--- src/hdl/jmsd_consts.svh ---
`ifndef JMSD_CONSTS_SVH
`define JMSD_CONSTS_SVH
// Opcode values of the 7-bit destination field for the conditional jumps
`define JMSD_OP_JNZ 7'h5C
`define JMSD_OP_JE 7'h3C
`define JMSD_OP_JNE 7'h7C
`define JMSD_OP_JS 7'h4C
// Low nibble of a source or destination code selects the register group
`define JMSD_NIB_SYS 4'h8
`define JMSD_NIB_ACC 4'h9
`define JMSD_NIB_ACT 4'hA
`define JMSD_NIB_PFX 4'hB
`define JMSD_NIB_IP 4'hC
`define JMSD_NIB_STK 4'hD
`define JMSD_NIB_FRM 4'hE
`define JMSD_NIB_DPT 4'hF
// Highest module number that exists
`define JMSD_MOD_LAST 3'h5
// Bit positions in the flag, interrupt control and index control registers
`define JMSD_PSF_E 0
`define JMSD_PSF_C 1
`define JMSD_PSF_S 2
`define JMSD_PSF_Z 3
`define JMSD_IC_INS 4
`define JMSD_APC_DEC 6
// Software register offsets on the plain register port
`define JMSD_REG_CTRL 8'h00
`define JMSD_REG_STATUS 8'h04
`define JMSD_REG_IP 8'h08
`define JMSD_REG_ACC 8'h0C
`define JMSD_REG_GR 8'h10
`define JMSD_STATUS_UNSUP 8
// Reset values
`define JMSD_RST_IP 16'h0000
`define JMSD_RST_SP 16'h000F
`endif

--- src/hdl/jmsd_pkg.sv ---
package jmsd_pkg;
  typedef logic [15:0] jmsd_word_t;

  // One-hot sequencing states
  typedef enum logic [3:0] {
    ST_FETCH = 4'h1,
    ST_DECODE = 4'h2,
    ST_MREQ = 4'h4,
    ST_MDATA = 4'h8
  } jmsd_state_t;

  // All state of the core in one record
  typedef struct packed {
    jmsd_state_t state;
    jmsd_word_t ir;
    jmsd_word_t ip;
    logic [7:0] processor_flag_register;
    logic [3:0] ap;
    logic [7:0] accumulator_index_control;
    logic [7:0] ic;
    logic [7:0] interrupt_mask_register;
    logic [7:0] sc;
    logic [7:0] clock_control_register;
    logic [7:0] watchdog_control_register;
    jmsd_word_t [15:0] acc;
    jmsd_word_t [15:0] stk;
    jmsd_word_t sp;
    jmsd_word_t iv;
    jmsd_word_t [1:0] lc;
    jmsd_word_t bp;
    logic [7:0] frame_offset;
    jmsd_word_t dpc;
    jmsd_word_t gr;
    jmsd_word_t [1:0] dp;
    logic [7:0] pfx;
    logic pfx_v;
    logic run;
    logic unsup;
    logic fetch;
    logic dmem_rd;
    jmsd_word_t dmem_addr;
    logic mod_rd;
    logic mod_wr;
    logic [2:0] mod_sel;
    logic [4:0] mod_idx;
    jmsd_word_t mod_wdata;
    logic [31:0] rdata;
  } jmsd_regs_t;
endpackage

--- src/hdl/jmsd_core.sv ---
// Implementation choices: the address-and-strobe port and the address map.
`timescale 1ns/100ps
module jmsd_core
  import jmsd_pkg::*;
(
  input wire logic clk_i,
  input wire logic reset_i,
  input wire logic [7:0] reg_addr_i,
  input wire logic [31:0] reg_wdata_i,
  input wire logic reg_wr_i,
  input wire logic reg_rd_i,
  output logic [31:0] reg_rdata_o,
  output logic fetch_o,
  output logic [15:0] ip_o,
  input wire logic [15:0] instr_i,
  input wire logic instr_valid_i,
  output logic dmem_rd_o,
  output logic [15:0] dmem_addr_o,
  input wire logic [15:0] dmem_rdata_i,
  output logic mod_rd_o,
  output logic mod_wr_o,
  output logic [2:0] mod_sel_o,
  output logic [4:0] mod_idx_o,
  output logic [15:0] mod_wdata_o,
  input wire logic [15:0] mod_rdata_i,
  input wire logic [7:0] iir_i,
  output logic [7:0] psf_o
);
`include "jmsd_consts.svh"

  jmsd_regs_t q;
  jmsd_regs_t d;
  logic [15:0] cur;
  logic [15:0] sval;
  logic [15:0] wide;
  logic [15:0] sp_up;
  logic is8;
  logic done;
  logic cond;
  logic upd_sz;
  logic f;
  logic [6:0] dst;
  logic [7:0] s;

  // Index step per its control: only the selected low bits wrap
  function automatic logic [3:0] ap_next(input logic [3:0] ap, input logic [7:0] accumulator_index_control);
    logic [3:0] m;
    logic [3:0] n;
    n = accumulator_index_control[`JMSD_APC_DEC] ? ap - 4'h1 : ap + 4'h1;
    case (accumulator_index_control[2:0])
      3'h1: m = 4'h1;
      3'h2: m = 4'h3;
      3'h3: m = 4'h7;
      3'h4: m = 4'hF;
      default: m = 4'h0;
    endcase
    return (ap & ~m) | (n & m);
  endfunction

  // Sources that need an outside read before the move can finish
  function automatic logic src_ext(input logic [15:0] w);
    logic [7:0] c;
    c = w[7:0];
    if (!w[15]) return 1'b0;
    if (!c[3]) return c[2:0] <= `JMSD_MOD_LAST;
    if (c[3:0] == `JMSD_NIB_FRM) return c[7:4] <= 4'h2;
    if (c[3:0] == `JMSD_NIB_DPT) return c[7] == 1'b0 && c[5:4] != 2'h3;
    return 1'b0;
  endfunction

  // Sequencing, source decode and destination write
  always_comb begin
    d = q;
    d.fetch = 1'b0;
    d.dmem_rd = 1'b0;
    d.mod_rd = 1'b0;
    d.mod_wr = 1'b0;
    d.rdata = 32'h00000000;
    cur = (q.state == ST_DECODE) ? instr_i : q.ir;
    f = cur[15];
    dst = cur[14:8];
    s = cur[7:0];
    sval = 16'h0000;
    wide = 16'h0000;
    sp_up = q.sp + 16'h0001;
    is8 = 1'b0;
    done = 1'b0;
    cond = 1'b0;
    upd_sz = 1'b0;

    // Register port writes come first so that core events below win
    if (reg_wr_i) begin
      case (reg_addr_i)
        `JMSD_REG_CTRL: d.run = reg_wdata_i[0];
        `JMSD_REG_STATUS: if (reg_wdata_i[`JMSD_STATUS_UNSUP]) d.unsup = 1'b0;
        `JMSD_REG_IP: if (!q.run) d.ip = reg_wdata_i[15:0];
        default: ;
      endcase
    end

    case (q.state)
      ST_FETCH: begin
        if (q.run) begin
          d.fetch = 1'b1;
          d.state = ST_DECODE;
        end
      end
      ST_DECODE: begin
        if (instr_valid_i) begin
          d.ir = instr_i;
          if (src_ext(instr_i)) begin
            d.state = ST_MREQ;
            d.mod_rd = !s[3];
            d.dmem_rd = s[3];
            d.mod_sel = s[2:0];
            d.mod_idx = {q.pfx_v, s[7:4]};
            d.dmem_addr = (s[3:0] == `JMSD_NIB_DPT) ? q.dp[s[6]] : q.bp + {8'h00, q.frame_offset};
          end else begin
            done = 1'b1;
          end
        end
      end
      ST_MREQ: d.state = ST_MDATA;
      ST_MDATA: done = 1'b1;
      default: d.state = ST_FETCH;
    endcase

    if (done) begin
      d.state = ST_FETCH;
      if (!f) begin
        sval = {8'h00, s};
        is8 = 1'b1;
      end else if (!s[3]) begin
        sval = (s[2:0] <= `JMSD_MOD_LAST) ? mod_rdata_i : 16'h0000;
      end else begin
        case (s[3:0])
          `JMSD_NIB_SYS: begin
            is8 = 1'b1;
            case (s[7:4])
              4'h0: sval = {12'h000, q.ap};
              4'h1: sval = {8'h00, q.accumulator_index_control};
              4'h4: sval = {8'h00, q.processor_flag_register};
              4'h5: sval = {8'h00, q.ic};
              4'h6: sval = {8'h00, q.interrupt_mask_register};
              4'h8: sval = {8'h00, q.sc};
              4'hB: sval = {8'h00, iir_i};
              4'hE: sval = {8'h00, q.clock_control_register};
              4'hF: sval = {8'h00, q.watchdog_control_register};
              default: d.unsup = 1'b1;
            endcase
          end
          `JMSD_NIB_ACC: sval = q.acc[s[7:4]];
          `JMSD_NIB_ACT: begin
            sval = q.acc[q.ap];
            if (s[7:4] == 4'h0) d.ap = ap_next(q.ap, q.accumulator_index_control);
            else if (s[7:4] != 4'h1) d.unsup = 1'b1;
          end
          `JMSD_NIB_IP: sval = q.ip;
          `JMSD_NIB_STK: begin
            case (s[7:4])
              4'h0: begin
                sval = q.stk[q.sp[3:0]];
                d.sp = q.sp - 16'h0001;
              end
              4'h1: sval = q.sp;
              4'h2: sval = q.iv;
              4'h6, 4'h7: sval = q.lc[s[4]];
              4'h8: begin
                sval = q.stk[q.sp[3:0]];
                d.sp = q.sp - 16'h0001;
                d.ic[`JMSD_IC_INS] = 1'b0;
              end
              default: d.unsup = 1'b1;
            endcase
          end
          `JMSD_NIB_FRM: begin
            case (s[7:4])
              // frame read, offset kept, incremented or decremented
              4'h0: sval = dmem_rdata_i;
              4'h1: begin
                sval = dmem_rdata_i;
                d.frame_offset = q.frame_offset + 8'h01;
              end
              4'h2: begin
                sval = dmem_rdata_i;
                d.frame_offset = q.frame_offset - 8'h01;
              end
              4'h3: begin
                sval = {8'h00, q.frame_offset};
                is8 = 1'b1;
              end
              4'h4: sval = q.dpc;
              4'h5: sval = q.gr;
              4'h6: begin
                sval = {8'h00, q.gr[7:0]};
                is8 = 1'b1;
              end
              4'h7: sval = q.bp;
              4'h8: sval = {q.gr[7:0], q.gr[15:8]};
              4'h9: begin
                sval = {8'h00, q.gr[15:8]};
                is8 = 1'b1;
              end
              4'hA: sval = {{8{q.gr[7]}}, q.gr[7:0]};
              4'hB: sval = q.bp + {8'h00, q.frame_offset};
              default: d.unsup = 1'b1;
            endcase
          end
          // data pointer reads and post updates
          `JMSD_NIB_DPT: begin
            if (s[7]) begin
              d.unsup = 1'b1;
            end else begin
              case (s[5:4])
                2'h0: sval = dmem_rdata_i;
                2'h1: begin
                  sval = dmem_rdata_i;
                  d.dp[s[6]] = q.dp[s[6]] + 16'h0001;
                end
                2'h2: begin
                  sval = dmem_rdata_i;
                  d.dp[s[6]] = q.dp[s[6]] - 16'h0001;
                end
                default: sval = q.dp[s[6]];
              endcase
            end
          end
          default: d.unsup = 1'b1;
        endcase
      end

      // high byte from prefix or zero
      wide = is8 ? {(q.pfx_v ? q.pfx : 8'h00), sval[7:0]} : sval;
      d.pfx_v = 1'b0;
      d.ip = q.ip + 16'h0001;

      case (dst)
        `JMSD_OP_JNZ: cond = !q.processor_flag_register[`JMSD_PSF_Z];
        `JMSD_OP_JE: cond = q.processor_flag_register[`JMSD_PSF_E];
        `JMSD_OP_JNE: cond = !q.processor_flag_register[`JMSD_PSF_E];
        `JMSD_OP_JS: cond = q.processor_flag_register[`JMSD_PSF_S];
        default: cond = 1'b0;
      endcase
    end

    if (done) begin
      if (dst == `JMSD_OP_JNZ || dst == `JMSD_OP_JE || dst == `JMSD_OP_JNE
          || dst == `JMSD_OP_JS) begin
        // immediate offsets are sign extended unless a prefix widens them
        if (cond) begin
          if (f) d.ip = wide;
          else d.ip = q.ip + (q.pfx_v ? wide : {{8{s[7]}}, s});
        end
      end else begin
        case (dst[3:0])
          `JMSD_NIB_SYS: begin
            case (dst[6:4])
              3'h0: begin
                if (q.pfx_v) begin
                  d.sc = wide[7:0];
                end else begin
                  d.ap = wide[3:0];
                  upd_sz = 1'b1;
                end
              end
              3'h1: begin
                d.accumulator_index_control = wide[7:0];
                upd_sz = 1'b1;
              end
              // flag write changes carry and equals
              3'h4: begin
                d.processor_flag_register[`JMSD_PSF_C] = wide[`JMSD_PSF_C];
                d.processor_flag_register[`JMSD_PSF_E] = wide[`JMSD_PSF_E];
              end
              3'h5: d.ic = wide[7:0];
              3'h6: begin
                if (q.pfx_v) d.clock_control_register = wide[7:0];
                else d.interrupt_mask_register = wide[7:0];
              end
              3'h7: d.watchdog_control_register = wide[7:0];
              default: d.unsup = 1'b1;
            endcase
          end
          `JMSD_NIB_ACC: d.acc[{q.pfx_v, dst[6:4]}] = wide;
          `JMSD_NIB_ACT: begin
            d.acc[q.ap] = wide;
            upd_sz = 1'b1;
          end
          `JMSD_NIB_PFX: begin
            d.pfx = wide[7:0];
            d.pfx_v = 1'b1;
          end
          `JMSD_NIB_STK: begin
            case (dst[6:4])
              3'h0: begin
                d.sp = sp_up;
                d.stk[sp_up[3:0]] = wide;
              end
              3'h1: d.sp = wide;
              3'h2: d.iv = wide;
              3'h6, 3'h7: d.lc[dst[4]] = wide;
              default: d.unsup = 1'b1;
            endcase
          end
          `JMSD_NIB_FRM: begin
            case (dst[6:4])
              3'h1: begin
                if (q.pfx_v) d.gr[15:8] = wide[7:0];
                else d.unsup = 1'b1;
              end
              3'h3: d.frame_offset = wide[7:0];
              3'h4: d.dpc = wide;
              3'h5: d.gr = wide;
              3'h6: d.gr[7:0] = wide[7:0];
              3'h7: d.bp = wide;
              default: d.unsup = 1'b1;
            endcase
          end
          `JMSD_NIB_DPT: begin
            if (dst[5:4] == 2'h3) d.dp[dst[6]] = wide;
            else d.unsup = 1'b1;
          end
          default: begin
            // Module registers; codes 6 and 7 act as a bit bucket
            if (!dst[3] && dst[2:0] <= `JMSD_MOD_LAST) begin
              d.mod_wr = 1'b1;
              d.mod_sel = dst[2:0];
              d.mod_idx = {q.pfx_v, 1'b0, dst[6:4]};
              d.mod_wdata = wide;
            end else if (dst[3]) begin
              d.unsup = 1'b1;
            end
          end
        endcase
        // sign and zero follow the active accumulator
        if (upd_sz) begin
          d.processor_flag_register[`JMSD_PSF_Z] = d.acc[d.ap] == 16'h0000;
          d.processor_flag_register[`JMSD_PSF_S] = d.acc[d.ap][15];
        end
      end
    end

    // Read data stands only in the cycle after the strobe
    if (reg_rd_i) begin
      case (reg_addr_i)
        `JMSD_REG_CTRL: d.rdata = {31'h00000000, q.run};
        `JMSD_REG_STATUS: d.rdata = {23'h000000, q.unsup, q.state, q.processor_flag_register[3:0]};
        `JMSD_REG_IP: d.rdata = {16'h0000, q.ip};
        `JMSD_REG_ACC: d.rdata = {16'h0000, q.acc[q.ap]};
        `JMSD_REG_GR: d.rdata = {16'h0000, q.gr};
        default: d.rdata = 32'h00000000;
      endcase
    end
  end

  // State register; the core stays halted until software sets run
  always_ff @(posedge clk_i) begin
    if (reset_i) begin
      q <= '0;
      q.state <= ST_FETCH;
      q.ip <= `JMSD_RST_IP;
      q.sp <= `JMSD_RST_SP;
    end else begin
      q <= d;
    end
  end

  // Outputs straight from the state record
  assign reg_rdata_o = q.rdata;
  assign fetch_o = q.fetch;
  assign ip_o = q.ip;
  assign dmem_rd_o = q.dmem_rd;
  assign dmem_addr_o = q.dmem_addr;
  assign mod_rd_o = q.mod_rd;
  assign mod_wr_o = q.mod_wr;
  assign mod_sel_o = q.mod_sel;
  assign mod_idx_o = q.mod_idx;
  assign mod_wdata_o = q.mod_wdata;
  assign psf_o = q.processor_flag_register;

  logic dec_go;
  assign dec_go = q.state == ST_DECODE && instr_valid_i && !reg_wr_i;
endmodule

--- config.mk ---
export PLATFORM = sky130hd
export DESIGN_NAME = jmsd_core
export DESIGN_NICKNAME = d
export VERILOG_FILES = /design/src/hdl/jmsd_pkg.sv /design/src/hdl/jmsd_core.sv
export VERILOG_INCLUDE_DIRS = /design/src /design/src/hdl
export SDC_FILE = /design/constraint.sdc
export NUM_CORES = 2
export LEC_CHECK = 0
export BUFFER_PORTS_ARGS = -buffer_cell sky130_fd_sc_hd__clkbuf_2
export CAP_MARGIN = 20
export CORE_UTILIZATION = 39
export CTS_BUF_LIST = sky130_fd_sc_hd__clkbuf_4
export DETAILED_ROUTE_END_ITERATION = 10
export PLACE_DENSITY_LB_ADDON = 0.25
export SLEW_MARGIN = 20
export SYNTH_ARGS = -nofsm -noshare
export SYNTH_HDL_FRONTEND = slang
export SYNTH_SLANG_ARGS = --single-unit
--- constraint.sdc ---
create_clock -name clk_i -period 11 [get_ports clk_i]
set_input_delay 1.1 -clock clk_i [delete_from_list [all_inputs] [get_ports clk_i]]
set_output_delay 1.1 -clock clk_i [all_outputs]
set_load 0.01 [all_outputs]
# == Yosys cells after proc, flatten, opt, wreduce, memory -nomap -nowiden ==
# Cells that the tools add are included.
# op_classes
magnitude_cmp,20
n_bitwise,14
eq_ne,70
mux,200
n_reduce_logical,64
n_addsub,11
# op_table
operator,count
$mux W725,2
$bwmux W256,3
$mux W256,3
$mux W16,40
$pmux W256 S2,1
$mux W320,1
$bmux W16 S4,4
$mux W32,8
$demux W16 S4,3
$mux W54,3
$pmux W16 S10,1
$mux W8,18
$bwmux W32,4
$pmux W16 S7,1
$eq A4 B4 Y1 const B,23
$pmux W16 S5,1
$mux W24,3
$pmux W8 S9,1
$mux W1,65
$pmux W16 S4,1
$pmux W32 S2,1
$mux W4,15
$mux W56,1
$add A16 B1 Y16 const B,3
69 further kinds,173
# word_totals
output_inout_bits,100
in_bits,101
elab_cells,448
reg_bits,843

# == Logic depth before layout (Yosys ltp) ==
# logic_depth
depth_word,41
depth_mapped,38
ltp_nobuf,29

# == Worst setup path after synthesis ==
# No wires, ideal clock.
# synth_path
kind,input port to flip-flop
startpoint,input port instr_i[5]
endpoint,"register q, in the netlist ip_o[14]"
arrival_time_ns,7.802
t_required_ns,10.930
path_buffers,7
cell_stages,36
setup_ns,0.070
setup_slack_ns,3.128
cell_sequence,clkbuf_1 or2_2 o22ai_4 inv_2 buf_2 buf_2 buf_2 ha_1 clkbuf_1 or4_1 and4b_1 a31oi_1 a31oi_1 a21oi_1 a32oi_2 and2_1 buf_2 buf_1 nand2_1 o21ai_0 ha_1 fa_1 a21o_1 a21oi_1 o21bai_1 a21oi_1 o21bai_1 a21oi_1 nor2b_1 o21a_1 o41ai_1 o21ai_0 xnor2_1 o21ai_0 nand2_1 a21oi_1
# synth_between
elab_chain_cells,19
elab_cells_between_ends,62
classes_between,1 x add/sub; 1 x order compare; 16 x eq/ne; 36 x mux; 8 x reduce/logical
# synth_rtl
item,line_no,text
from (decl),jmsd_core.sv:15,"input wire logic [15:0] instr_i,"
$le A4 B2 Y1 / $ne A2 B2 Y1 (equally long branches),"jmsd_core.sv:66, jmsd_core.sv:67",
$mux W1 / $logic_and A1 B1 Y1 (equally long branches),"jmsd_core.sv:66, jmsd_core.sv:67",
$mux W1,jmsd_core.sv:67,if (c[3:0] == `JMSD_NIB_DPT) return c[7] == 1'b0 && c[5:4] != 2'h3;
$mux W1,jmsd_core.sv:68,return 1'b0;
$mux W1,jmsd_core.sv:67,
$mux W1,jmsd_core.sv:66,if (c[3:0] == `JMSD_NIB_FRM) return c[7:4] <= 4'h2;
$mux W1,jmsd_core.sv:65,if (!c[3]) return c[2:0] <= `JMSD_MOD_LAST;
$mux W1,jmsd_core.sv:109,if (instr_valid_i) begin
(+3 left out),--,
$pmux W1 S2,jmsd_core.sv:101,case (q.state)
$mux W16,jmsd_core.sv:128,if (done) begin
$mux W16,jmsd_core.sv:252,"else d.ip = q.ip + (q.pfx_v ? wide : {{8{s[7]}}, s});"
$add A16 B16 Y16,jmsd_core.sv:252,
$mux W16,jmsd_core.sv:251,if (f) d.ip = wide;
$mux W16,jmsd_core.sv:250,if (cond) begin
$mux W16,jmsd_core.sv:247,if (dst == `JMSD_OP_JNZ || dst == `JMSD_OP_JE || dst == `JMSD_OP_JNE
$mux W16 (*),jmsd_core.sv:246,if (done) begin
to (decl),jmsd_core.sv:31,jmsd_regs_t q;
# Mark *: on every way between the ends. The rest lies on a longest branch, timed or not. The select of a mux whose other input is x is not followed.
# A chain may end at the register's enable or synchronous reset.

# == Final worst setup path ==
# layout_path
startpoint,register q[846] (netlist name)
endpoint,"register q, in the netlist ip_o[14]"
# layout_between
elab_chain_cells,17
elab_cells_between_ends,72
classes_between,1 x add/sub; 1 x order compare; 28 x eq/ne; 32 x mux; 10 x reduce/logical
# layout_rtl
item,line_no
branches (longest 16 deep; another with $add A16 B16 Y16),--
$mux W16 (*),jmsd_core.sv:246
# Mark *: on every way between the ends. The select of a mux whose other input is x is not followed.

==> impl_metrics.sql <==
INSERT INTO impl_metrics (metric_group, metric, value, unit) VALUES
('run_status', 'status', 'finished with violations', ''),
('run_status', 'violations', 'DRC', ''),
('yosys', 'synthArstFlopShare', '0', '%'),
('setup_path', 'worstPathArrival', '10.08', 'ns'),
('yosys', 'yosysSeqAreaShare', '33.9', '%'),
('yosys', 'ys_warn_count', '0', ''),
('drt', 'wirelength', '291', 'mm'),
('setup_path', 'cp-end-kind', 'flip-flop', ''),
('yosys', 'yosysUniqueCellTypes', '107', ''),
('worst_hold_path', 'worst_hold_path_type', 'primary input to flip-flop', ''),
('cts', 'insertion_delay', '1.36', 'ns'),
('pwr', 'p_sw_share', '27.1', '%'),
('finish', 'synthToLayoutAreaGrowth', '10.7', '%'),
('pwr', 'worst_ir_drop_vdd', '0.000110', 'V'),
('floorplanning', 'placementRows', '129', ''),
('cts', 'clk_root_buffer_cell', 'sky130_fd_sc_hd__clkbuf_4', ''),
('timing', 'worst_pin_slew', '1.31', 'ns'),
('cts', 'clock_tree_from_tritoncts', 'yes', ''),
('drt', 'detailroute.via_count', '54000', ''),
('drt', 'dr.first_iter.drc_count', '8945', ''),
('global_routing', 'antenna_found_initial', '22', ''),
('yosys', 'postSynth.topFlopCell', 'sky130_fd_sc_hd__dfxtp_1', ''),
('drt', 'route.antenna.remaining_nets', '0', ''),
('setup_path', 'critPathMaxStageDelay', '0.74', 'ns'),
('timing', 'relSlewSlack', '12.2', '%'),
('cts', 'worst_setup_hold_path_clk_slew', '0.07', 'ns'),
('pwr', 'power_density', '113', 'mW/mm2'),
('setup_path', 'worst_path_max_delay_cell', 'sky130_fd_sc_hd__nor4_1', ''),
('yosys', 'ys_ff_latch', '827', ''),
('timing', 'timing.final.crit_period', '8.82', 'ns'),
('floorplanning', 'die_width', '356', 'um'),
('cts', 'htree_levels', '4', ''),
('timing', 'timing.clock.skew', '0.100', 'ns'),
('pwr', 'p_int', '4470', 'uW'),
('finish', 'finalNetCount', '6585', ''),
('finish', 'final_layout_size_suffix_gt1_share', '15.7', '%'),
('placed_design', 'dp.cells', '7828', ''),
('setup_path', 'critical_path_class', 'flip-flop to flip-flop', ''),
('yosys', 'synth_enable_flop_cells', '0', ''),
('cts', 'cts_inserted_buffers', '234', ''),
('drt', 'wl_per_cell', '35.3', 'um'),
('floorplanning', 'floorplan.core_area', '0.124', 'mm2'),
('timing', 'achievable-frequency', '113', 'MHz'),
('pwr', 'power.share.clock', '49.0', '%'),
('timing', 'min_hold_slack', '0.0558', 'ns'),
('timing', 'timing.final.hold_violations', '0', ''),
('placed_design', 'io_buffer_count', '164', ''),
('finish', 'final_cells', '8255', ''),
('cts', 'clk_path_buf_depth', '3', ''),
('pwr', 'total_leakage_power', '0.0192', 'uW'),
('placed_design', 'dp.final_hpwl', '209', 'mm'),
('timing', 'layout_setup_ws', '2.18', 'ns'),
('timing', 'tns', '0', 'ns'),
('floorplanning', 'ioPinCount', '201', ''),
('pwr', 'power.combinational.fraction', '2.2', '%'),
('pwr', 'post-layout-total-power', '6130', 'uW'),
('run', 'drv_cap', '0', ''),
('global_routing', 'grt_first_pass_wirelength', '396', 'mm'),
('timing', 'grt_setup_unrepaired', 'no', ''),
('yosys', 'post_synth_design_cell_area', '0.0489', 'mm2'),
('timing', 'setup_viol', '0', ''),
('floorplanning', 'design.die.area', '0.127', 'mm2'),
('timing', 'final_min_period_over_clock_period', '80.2', '%'),
('drt', 'viasPerCell', '6.54', ''),
('setup_path', 'crit_required', '12.26', 'ns'),
('setup_path', 'critical_path.max_fanout', '19', ''),
('placed_design', 'dpl_worst_slack', '2.40', 'ns'),
('setup_path', 'worst_setup_path_start_kind', 'flip-flop', ''),
('placed_design', 'gp_congestion', '1.07', ''),
('global_routing', 'grtUsageTotal', '44.6', '%'),
('floorplanning', 'floorplan_die_height', '356', 'um'),
('cts', 'cts.sinks', '827', ''),
('global_routing', 'global_route.overflow_total', '0', ''),
('global_routing', 'grt_start_max_net_pins', '150', ''),
('cts', 'resized_cells_post_cts', '0', ''),
('drt', 'firstDrtPassIters', '11', ''),
('pwr', 'power.net_switching', '1660', 'uW'),
('setup_path', 'critical-path-top-cell-by-count', 'sky130_fd_sc_hd__a21oi_1', ''),
('timing', 'report.final.slew_viol_count', '0', ''),
('drt', 'route.detailed.drc', '20', ''),
('pwr', 'p_seq_share', '48.8', '%'),
('yosys', 'avgSynthCellArea', '7.63', 'um2'),
('floorplanning', 'floorplan.initialDensity', '39.4', '%'),
('global_routing', 'grt_pass1_vias', '48300', ''),
('yosys', 'syn-instance-count', '6408', '');
==> synth_stat cells, types with 91 or more instances <==
master / instances / share of area [%]
sky130_fd_sc_hd__a211oi_1: 116 / 1.8
sky130_fd_sc_hd__a21oi_1: 794 / 8.1
sky130_fd_sc_hd__a22oi_1: 105 / 1.6
sky130_fd_sc_hd__buf_4: 112 / 1.7
sky130_fd_sc_hd__clkbuf_1: 412 / 3.2
sky130_fd_sc_hd__dfxtp_1: 827 / 34
sky130_fd_sc_hd__mux2i_1: 230 / 4.7
sky130_fd_sc_hd__mux4_2: 124 / 5.7
sky130_fd_sc_hd__nand2_1: 1299 / 10
sky130_fd_sc_hd__nand3_1: 144 / 1.5
sky130_fd_sc_hd__nor2_1: 767 / 5.9
sky130_fd_sc_hd__nor3_1: 91 / 0.93
sky130_fd_sc_hd__o21ai_0: 167 / 1.7
==> layer usage <==
metal | track usage [%] | routed length (um) | share of wire, %
met3 | 15.5 | 38800 | 13
met2 | 61.4 | 116000 | 40
met1 | 59.6 | 117000 | 40
met5 | 0 | 111 | 0.038
met4 | 26.0 | 19300 | 6.6
==> through the flow <==
stage,utilization (%),cell area [um2]
2_1_floorplan,-,49000
4_1_cts,43.6,54100
3_5_place_dp,41.1,51100
6_report,43.6,54100
3_3_place_gp,41.1,51000
5_1_grt,43.6,54100
==> cell families (layout without fill, tap and decap cells) <==
kind of cell,after synthesis,count (layout),share of synthesized area (%)
buffers and inverters,686,861,6.36
xor gates and xnor gates,88,88,1.58
AOI/OAI and AO/OA,1704,1704,22.2
muxes,391,391,11.3
and+or+nand+nor,2660,2660,23.3
other,1,36,0.00767
adders and majority gates,51,51,1.37
DFF,827,827,33.9
==> layout by cell type, fill, tap and decap left out, types with 34 or more instances in the layout <==
cell | netlist | layout
sky130_fd_sc_hd__nor2_1 | 767 | 748
sky130_fd_sc_hd__a22oi_1 | 105 | 104
sky130_fd_sc_hd__a221oi_1 | 43 | 43
sky130_fd_sc_hd__nand4_1 | 34 | 34
sky130_fd_sc_hd__nor3_1 | 91 | 88
sky130_fd_sc_hd__nand2_1 | 1299 | 1294
sky130_fd_sc_hd__nor4_1 | 45 | 44
sky130_fd_sc_hd__mux2i_1 | 230 | 224
sky130_fd_sc_hd__clkinv_1 | 0 | 48
sky130_fd_sc_hd__xor2_1 | 35 | 35
sky130_fd_sc_hd__a211oi_1 | 116 | 114
sky130_fd_sc_hd__xnor2_1 | 53 | 53
sky130_fd_sc_hd__and3_1 | 36 | 34
sky130_fd_sc_hd__o21ai_0 | 167 | 162
sky130_fd_sc_hd__and2_1 | 46 | 42
sky130_fd_sc_hd__inv_1 | 45 | 45
sky130_fd_sc_hd__clkbuf_2 | 0 | 163
sky130_fd_sc_hd__a32oi_1 | 40 | 39
sky130_fd_sc_hd__clkbuf_4 | 0 | 334
sky130_fd_sc_hd__buf_4 | 112 | 232
sky130_fd_sc_hd__nand3_1 | 144 | 143
sky130_fd_sc_hd__o211ai_1 | 39 | 39
sky130_fd_sc_hd__a21oi_1 | 794 | 793
sky130_fd_sc_hd__mux4_2 | 124 | 124
sky130_fd_sc_hd__o22ai_1 | 36 | 36
sky130_fd_sc_hd__a31oi_1 | 57 | 57
sky130_fd_sc_hd__ha_1 | 47 | 45
sky130_fd_sc_hd__dfxtp_1 | 827 | 820
sky130_fd_sc_hd__nand2b_1 | 36 | 36
==> power by group through the flow <==
stage,combinational [uW],sequential (uW),clock (uW)
floorplan,71.2,3060,0
global placement,127,3060,0
detailed placement,127,3060,0
CTS,129,2990,3030
global route,136,2990,3190
finish,135,2990,3000
==> cell type report <==
type / count / area [um2]
Fill cell: 12800 / 70000
Multi-Input combinational cell: 4914 / 29600
Sequential cell: 827 / 16600
Timing Repair Buffer: 408 / 2760
Clock buffer: 334 / 2510
Tap cell: 1637 / 2050
Clock inverter: 71 / 454
Inverter: 48 / 180
Antenna cell: 16 / 40.0
==> path summary, 6_finish.rpt <==
path	start	endpoint	slack, ns	depth (start not counted)
hold / removal	instr_i[11]	q[838]$_SDFFE_PP0P_	0.06	3
setup / recovery	q[846]$_SDFFE_PP0P_	ip_o[14]$_SDFF_PP0_	2.18	28
hold reg to reg	flip-flop	flip-flop	0.45	2
setup reg to reg	q[846]$_SDFFE_PP0P_	ip_o[14]$_SDFF_PP0_	2.18	28
==> critical path, delay by kind of cell, from the launching register on <==
family | cells | cell delay [ns]
simple gates | 10 | 3.70
flops | 1 | 0.53
mux | 1 | 0.34
fa+ha+maj | 2 | 0.85
compound gates | 12 | 2.67
buf+inv | 2 | 0.46
xor+xnor | 1 | 0.15
==> what timing repair did <==
action	in CTS	in global routing
hold buffers	5	0
endpoints found under the setup margin	0	0
hold endpoints to repair	5	0
buffers inserted	0	0
No activity file was read; power rests on OpenSTA's default activity.
